===== src/include/cpl_cfg.svh =====
// Purpose: Constants for the copper port link and flow control block.
// Assumes: 10 MHz system clock, 100 ns period.
// Notes:   Thresholds are in buffer words; hysteresis lies between them.
`ifndef CPL_CFG_SVH
`define CPL_CFG_SVH

`define CPL_CLK_HZ          10000000
`define CPL_BUF_AW          10
`define CPL_BUF_HIGH        10'h0380
`define CPL_BUF_LOW         10'h0200
`define CPL_PATH_DELAY_BT   8'h32
`define CPL_STARTUP_NS      1000
`define CPL_STARTUP_CYC     ((`CPL_STARTUP_NS * (`CPL_CLK_HZ / 1000000) + 999) / 1000)
`define CPL_ADDR_CTRL       4'h0
`define CPL_ADDR_STAT       4'h4
`define CPL_ADDR_ADV        4'h8
`define CPL_ADDR_PATH_DELAY 4'hC
`define CPL_CTRL_RESET      8'h01
`define CPL_BIT_AUTONEG     0
`define CPL_BIT_SPEED100    1
`define CPL_BIT_FULL        2
`define CPL_BIT_FLOWEN      3

`endif


===== src/include/cpl_pkg.sv =====
// Purpose: Types shared by the copper port link block.
// Assumes: Included after cpl_cfg.svh.
// Notes:   Modes are ranked from best to worst.
`default_nettype none
package cpl_pkg;
  typedef enum logic [1:0] {
    CPL_M100F,
    CPL_M100H,
    CPL_M10F,
    CPL_M10H
  } cpl_mode_e;

  typedef struct packed {
    logic       up;
    logic       speed100;
    logic       full;
    logic       mdix;
  } cpl_link_s;

  typedef enum logic [2:0] {
    CPL_DOWN,
    CPL_SEEK,
    CPL_NEGO,
    CPL_PARALLEL,
    CPL_FIXED,
    CPL_UP
  } cpl_state_e;
endpackage : cpl_pkg
`default_nettype wire


===== src/cpl_port.sv =====
// Purpose: Link setup and flow control for one 10/100 copper port.
// Assumes: PHY-side status inputs are synchronous to CLK.
// Notes:   Registers over a simple strobe port, read data one cycle later.
// Notes on behaviour
// - In auto-negotiation, detect cable wiring and swap pairs automatically.
// - Port mode is fixed 100 megabit or 10/100 auto-negotiation, by software.
// - After reset the port runs auto-negotiation.
// - At fixed speed duplex follows a separate software setting.
// - Negotiated mode ranks 100F, 100H, 10F, 10H; best common one wins.
// - Without negotiation pulses, speed comes from idle; duplex is half.
// - Negotiate again whenever link comes up or returns after loss.
// - At 100 half duplex the port adds fifty bit times path delay.
// - Full duplex with flow control sends pause when buffer nearly full.
// - After pause, send resume once free buffer has grown again.
// - Half duplex with flow control forces collisions while congested.
// - Flow control is switched per port by software and starts disabled.
`include "cpl_cfg.svh"
`default_nettype none
module cpl_port
  import cpl_pkg::*;
#(
  parameter int          AW      = `CPL_BUF_AW,
  parameter logic [AW-1:0] HIGH  = `CPL_BUF_HIGH,
  parameter logic [AW-1:0] LOW   = `CPL_BUF_LOW,
  parameter int          STARTUP = `CPL_STARTUP_CYC
)
(
  input  wire logic          CLK,
  input  wire logic          SYS_RST,
  input  wire logic [3:0]    ADDR,
  input  wire logic [7:0]    WDATA,
  input  wire logic          WR,
  input  wire logic          RD,
  output logic      [7:0]    RDATA,
  input  wire logic          SIGNAL_DET,
  input  wire logic          CROSS_OK,
  input  wire logic          NLP_SEEN,
  input  wire logic [3:0]    PARTNER_ADV,
  input  wire logic          PARTNER_VALID,
  input  wire logic          IDLE_100,
  input  wire logic          IDLE_10,
  input  wire logic [AW-1:0] BUF_LEVEL,
  output logic               MDIX,
  output logic               LINK_UP,
  output logic               SPEED100,
  output logic               FULL,
  output logic               NEGO_START,
  output logic               SEND_PAUSE,
  output logic               SEND_RESUME,
  output logic               FORCE_COL,
  output logic      [7:0]    PATH_DELAY_VALUE
);
  // Control register and local advertisement.
  logic [7:0] ctrl;
  logic [3:0] adv;
  cpl_state_e state;
  cpl_link_s  link;
  logic [15:0] timer;
  logic       paused;
  logic       congested;

  wire ctrl_autoneg = ctrl[`CPL_BIT_AUTONEG];
  wire ctrl_fullset = ctrl[`CPL_BIT_FULL];
  wire ctrl_flowen  = ctrl[`CPL_BIT_FLOWEN];

  // Register decode.
  wire wr_ctrl = WR && (ADDR == `CPL_ADDR_CTRL);
  wire wr_adv  = WR && (ADDR == `CPL_ADDR_ADV);

  always_ff @(posedge CLK) begin
    if (SYS_RST) begin
      ctrl <= `CPL_CTRL_RESET;
      adv  <= 4'hF;
    end else begin
      if (wr_ctrl) ctrl <= WDATA;
      if (wr_adv)  adv  <= WDATA[3:0];
    end
  end

  // Read mux; unmapped addresses read zero.
  wire [7:0] stat_word = {3'b000, state == CPL_UP, link.mdix, link.speed100,
                          link.full, paused | congested};
  wire [7:0] rd_mux = (ADDR == `CPL_ADDR_CTRL) ? ctrl :
                      (ADDR == `CPL_ADDR_STAT) ? stat_word :
                      (ADDR == `CPL_ADDR_ADV)  ? {4'h0, adv} :
                      (ADDR == `CPL_ADDR_PATH_DELAY) ? PATH_DELAY_VALUE : 8'h00;

  always_ff @(posedge CLK) begin
    if (SYS_RST) RDATA <= 8'h00;
    else if (RD) RDATA <= rd_mux;
    else         RDATA <= 8'h00;
  end

  cpl_mode_e res_mode;
  logic      res_valid;
  cpl_resolve u_res (
    .clk        (CLK),
    .rst        (SYS_RST),
    .local_adv  (adv),
    .remote_adv (PARTNER_ADV),
    .mode       (res_mode),
    .valid      (res_valid)
  );

  // The resolver is registered, so a fresh page must stand one cycle before its mode is used.
  logic page_ok;
  always_ff @(posedge CLK) begin
    if (SYS_RST) page_ok <= 1'b0;
    else         page_ok <= PARTNER_VALID;
  end

  // A mode change by software restarts the link.
  wire restart = wr_ctrl && (WDATA[2:0] != ctrl[2:0]);
  wire tmo     = (timer == 16'h0000);

  // Link state machine.
  always_ff @(posedge CLK) begin
    if (SYS_RST) begin
      state      <= CPL_DOWN;
      link       <= '0;
      timer      <= 16'h0000;
      NEGO_START <= 1'b0;
    end else begin
      NEGO_START <= 1'b0;
      if (timer != 16'h0000) timer <= timer - 16'h0001;
      if (restart || (!SIGNAL_DET && state != CPL_DOWN && state != CPL_SEEK)) begin
        state     <= CPL_DOWN;
        link.up   <= 1'b0;
      end else begin
        case (state)
          CPL_DOWN: begin
            link.up <= 1'b0;
            timer   <= 16'(STARTUP);
            state   <= CPL_SEEK;
          end
          CPL_SEEK: begin
            if (ctrl_autoneg && tmo && !CROSS_OK) begin
              link.mdix <= ~link.mdix;
              timer     <= 16'(STARTUP);
            end else if (SIGNAL_DET && (CROSS_OK || !ctrl_autoneg)) begin
              if (ctrl_autoneg) begin
                state      <= CPL_NEGO;
                NEGO_START <= 1'b1;
                timer      <= 16'(STARTUP);
              end else begin
                state <= CPL_FIXED;
              end
            end
          end
          CPL_NEGO: begin
            if (page_ok && PARTNER_VALID && res_valid) begin
              link.speed100 <= (res_mode == CPL_M100F) || (res_mode == CPL_M100H);
              link.full     <= (res_mode == CPL_M100F) || (res_mode == CPL_M10F);
              state         <= CPL_UP;
            end else if (tmo && !NLP_SEEN) begin
              state <= CPL_PARALLEL;
            end
          end
          CPL_PARALLEL: begin
            if (IDLE_100 || IDLE_10) begin
              link.speed100 <= IDLE_100;
              link.full     <= 1'b0;
              state         <= CPL_UP;
            end
          end
          CPL_FIXED: begin
            link.speed100 <= 1'b1;
            link.full     <= ctrl_fullset;
            state         <= CPL_UP;
          end
          CPL_UP: begin
            link.up <= 1'b1;
          end
          default: state <= CPL_DOWN;
        endcase
      end
    end
  end

  wire above_high = (BUF_LEVEL >= HIGH);
  wire below_low  = (BUF_LEVEL < LOW);
  wire fd_flow    = ctrl_flowen && link.up && link.full;
  wire hd_flow    = ctrl_flowen && link.up && !link.full;

  // Flow control: pause/resume on full duplex, collisions on half duplex.
  always_ff @(posedge CLK) begin
    if (SYS_RST) begin
      paused      <= 1'b0;
      congested   <= 1'b0;
      SEND_PAUSE  <= 1'b0;
      SEND_RESUME <= 1'b0;
      FORCE_COL   <= 1'b0;
    end else begin
      SEND_PAUSE  <= 1'b0;
      SEND_RESUME <= 1'b0;
      if (fd_flow && !paused && above_high) begin
        paused     <= 1'b1;
        SEND_PAUSE <= 1'b1;
      end else if (paused && (below_low || !fd_flow)) begin
        paused      <= 1'b0;
        SEND_RESUME <= 1'b1;
      end
      if (hd_flow && above_high) begin
        congested <= 1'b1;
      end else if (below_low || !hd_flow) begin
        congested <= 1'b0;
      end
      FORCE_COL <= hd_flow && (congested || above_high) && !below_low;
    end
  end

  // Registered link outputs.
  always_ff @(posedge CLK) begin
    if (SYS_RST) begin
      MDIX             <= 1'b0;
      LINK_UP          <= 1'b0;
      SPEED100         <= 1'b0;
      FULL             <= 1'b0;
      PATH_DELAY_VALUE <= 8'h00;
    end else begin
      MDIX     <= link.mdix;
      LINK_UP  <= link.up;
      SPEED100 <= link.speed100;
      FULL     <= link.full;
      PATH_DELAY_VALUE <= (link.up && link.speed100 && !link.full) ?
                          `CPL_PATH_DELAY_BT : 8'h00;
    end
  end
endmodule : cpl_port
`default_nettype wire


===== src/cpl_resolve.sv =====
// Purpose: Pick the best common mode from two advertised ability sets.
// Assumes: Ability bits ordered 100F, 100H, 10F, 10H from bit 3 down.
// Notes:   Result is registered; valid is low when nothing is shared.
`default_nettype none
module cpl_resolve
  import cpl_pkg::*;
(
  input  wire logic       clk,
  input  wire logic       rst,
  input  wire logic [3:0] local_adv,
  input  wire logic [3:0] remote_adv,
  output var  cpl_mode_e  mode,
  output var  logic       valid
);
  wire [3:0] common = local_adv & remote_adv;

  // Highest ranked shared mode wins.
  cpl_mode_e next_mode;
  assign next_mode = common[3] ? CPL_M100F :
                     common[2] ? CPL_M100H :
                     common[1] ? CPL_M10F  : CPL_M10H;

  // Register the resolved mode.
  always_ff @(posedge clk) begin
    if (rst) begin
      mode  <= CPL_M10H;
      valid <= 1'b0;
    end else begin
      mode  <= next_mode;
      valid <= |common;
    end
  end
endmodule : cpl_resolve
`default_nettype wire


===== config.mk =====
export PLATFORM = sky130hd
export DESIGN_NAME = cpl_port
export DESIGN_NICKNAME = d
export VERILOG_FILES = /design/src/include/cpl_pkg.sv /design/src/cpl_port.sv /design/src/cpl_resolve.sv
export VERILOG_INCLUDE_DIRS = /design/src /design/src/include
export SDC_FILE = /design/constraint.sdc
export NUM_CORES = 1
export LEC_CHECK = 0
export BUFFER_PORTS_ARGS = -buffer_cell sky130_fd_sc_hd__buf_4
export CORE_MARGIN = 8
export CORE_UTILIZATION = 58
export CTS_CLUSTER_SIZE = 16
export DETAILED_ROUTE_END_ITERATION = 10
export PLACE_DENSITY = 0.8
export SLEW_MARGIN = 20
export SYNTH_ARGS = -nofsm -noshare
export SYNTH_HDL_FRONTEND = slang
export SYNTH_HIERARCHICAL = 1
export SYNTH_SLANG_ARGS = --single-unit

===== constraint.sdc =====
create_clock -name CLK -period 5.6 [get_ports CLK]
set_input_delay 1.12 -clock CLK [delete_from_list [all_inputs] [get_ports CLK]]
set_output_delay 1.12 -clock CLK [all_outputs]
set_load 0.01 [all_outputs]

==> flow_summary.json <==
{
  "htree_levels": 3,
  "fp-row-count": 25,
  "rrSetupSlack_ns": 3.05,
  "drive_above_1_share": 0.210,
  "cts_root_buf": "clkbuf_8",
  "grt_pass1_vias": 2493,
  "final_max_slew_viol_count": 0,
  "start_util": 0.591,
  "synth_seq_cells": 58,
  "dp_hpwl_mm": 4.75,
  "overflow": 0,
  "r2r-start": "timer[1]",
  "grt_pass1_wl_mm": 11.7,
  "min_period_over_period": 0.486,
  "max_stage_delay_ns": 0.78,
  "p_leak_nw": 1.38,
  "async_flop_share": 0,
  "clkLatencyLatePin_ns": 0.34,
  "port_buffers": 47,
  "drt_iter0_markers": 210,
  "fmax_mhz": 367,
  "worst_pin_slew_ns": 0.997,
  "antenna_cells": 0,
  "placed_cell_area_mm2": 0.00307,
  "drtPass1Iterations": 4,
  "place.gp.congestion": 0.839,
  "flow.area_growth_from_synthesis_pct": 21.6,
  "pre_cts_ws_ns": 2.57,
  "antenna_found_initial": 0,
  "start_kind": "primary input",
  "reg2regPathDepth": 6,
  "die_y_um": 84.7,
  "dp_cells": 395,
  "worst_ep_arrival_time_ns": 2.87,
  "synthAdderAreaFrac": 0.00915,
  "use_met2": 0.336,
  "synth_top_family_by_area": "simple AND/OR/NAND/NOR gates",
  "fillers": 386,
  "final_cells": 411,
  "worst_hold_slack_ns": 0.449,
  "post_cts_buffers": 0,
  "die_w_um": 84.7,
  "setup_tns_ns": 0,
  "clkTransAtPathRegs_ns": 0.06,
  "core_area_mm2": 0.00463,
  "design_area_mm2": 0.00333,
  "avgSynthCellArea_um2": 8.85,
  "timing.rr.end": "timer[0]",
  "num_vias": 2523,
  "rsz0062_at_grt": "false",
  "finalHoldViolCount": 0,
  "maxCapViolCount": 0,
  "ctsHoldBuffers": 0,
  "syn-cell-area_mm2": 0.00273,
  "tritoncts": "built",
  "cts-resized-gates": 0,
  "grt_max_degree": 35,
  "routedWlPerCell_um": 16.8,
  "cp_cell_sequence": "buf_4 -> xor2_1 -> o311a_1 -> nor3_2 -> a2111oi_0",
  "synth-simple-area-share": 0.286,
  "viasPerCell": 6.14,
  "met1_usage": 0.237,
  "worstSetupStartpoint": "WDATA[1]",
  "synthMuxAreaShare": 0.0339,
  "worst_setup_path_end_kind": "flip-flop",
  "min_period_ns": 2.72,
  "criticalPathCategory": "in2reg",
  "cts_made_buffers": 9,
  "synth_edf_count": 0,
  "cp-endpoint": "timer[0]",
  "clock_sinks": 58,
  "critPathMaxFanout": 14,
  "status": "completed",
  "ant_nets": 0,
  "worst_slack_ns": 2.88,
  "yosysWarnings": 6,
  "final_nets": 390,
  "grt_usage": 0.202,
  "relSlewSlack": 0.332,
  "grt_use_met3": 0.0488,
  "fin_worst_skew_ns": 0.00873,
  "synth_ff_type": "dfxtp_1",
  "die-area_mm2": 0.00717,
  "slowest_stage": "nor3_2",
  "clk_path_buf_depth": 2,
  "fin_util": 0.718,
  "synth_compound_area_frac": 0.185,
  "drt_wl_total_mm": 6.91,
  "p_per_area_mw_per_mm2": 473,
  "drc": 0,
  "total_power_mw": 1.57,
  "seq_area_frac_synth": 0.425,
  "top_level_ports": 60,
  "crit_required_ns": 5.75,
  "synth_xor_area_frac": 0.00961,
  "hp-class": "reg2reg",
  "worst_ir_drop_vdd_mv": 0.227,
  "setup_viol": 0,
  "busiest_layer": "met2",
  "syn_inst": 309,
  "ys_types": 60
}
-- cells by family after synthesis --
group           Yosys count
mux                       9
xor+xnor                  3
simple gates            135
compound gates           73
other cells               1
fa+ha+maj                 2
buf+inv                  28
flops                    58
-- cells in the final DEF (no fill, tap or decap), types with 6 or more instances in the layout --
| master | count |
|---|---|
| nand3_1 | 14 |
| a221oi_1 | 11 |
| nand2_1 | 27 |
| nor2b_1 | 8 |
| mux2i_1 | 7 |
| nand2b_1 | 6 |
| dfxtp_1 | 58 |
| nor3_1 | 10 |
| o21ai_0 | 14 |
| clkbuf_8 | 11 |
| inv_1 | 8 |
| a21oi_1 | 16 |
| buf_4 | 48 |
| or4_1 | 8 |
| o31ai_1 | 6 |
| nor2_1 | 21 |
-- power by group --
part           switching (mW)  total [mW]  internal (mW)
Combinational           0.310       0.541          0.231
Sequential             0.0748       0.540          0.465
Clock                   0.171       0.491          0.320
-- metal layers --
layer  vias up  part of all wire
met1      1199              0.43
met4         0             0.018
met3        11             0.059
met2        77              0.49
met5         -                 0
li1       1236                 -
-- layout make-up --
class,count,area (um^2),area share
well taps,54,67.6,0.0203
repair buffers,48,360,0.108
inverters,8,30.0,0.00903
flip-flops and latches,58,1160,0.349
clock buffers,12,155,0.0467
multi-input cells,227,1450,0.437
clock inverters,4,97.6,0.0293
-- state kept, by name, indices dropped and copies added (netlist names), 2 cells and up --
| register | count |
|---|---|
| timer | 16 |
| RDATA | 8 |
| ctrl | 8 |
| adv | 4 |
| link | 4 |
| state | 3 |
| u_res/mode | 2 |
-- worst min-delay path by stage --
stage | cells past startpoint | to | from
2_1_floorplan | 1 | RDATA[6] | ctrl[6]
3_3_place_gp | 1 | RDATA[7] | ctrl[7]
3_5_place_dp | 2 | ctrl[6] | ctrl[6]
4_1_cts | 2 | ctrl[6] | ctrl[6]
5_1_grt | 2 | ctrl[7] | ctrl[7]
6_report | 2 | ctrl[6] | ctrl[6]
-- synthesized netlist by cell type (4+ instances only) --
cell type,n,area (um^2)
a21oi_1,16,80.1
a221oi_1,11,96.3
buf_4,7,52.6
clkbuf_1,12,45.0
dfxtp_1,58,1160
inv_1,8,30.0
mux2i_1,7,70.1
nand2_1,27,101
nand2b_1,6,37.5
nand3_1,14,70.1
nand4_1,4,25.0
nor2_1,21,78.8
nor2b_1,8,50.1
nor3_1,11,55.1
nor4_1,5,31.3
o21ai_0,14,70.1
o22ai_1,4,25.0
o31ai_1,6,45.0
or3_1,5,31.3
or4_1,8,60.1
-- worst max-delay path, delay by kind of cell --
family	cells	cell delay, ns
xor gates and xnor gates	1	0.16
buffers and inverters	1	0.13
AOI/OAI and AO/OA	2	0.68
and+or+nand+nor	1	0.78
No activity file was read; power rests on OpenSTA's default activity.
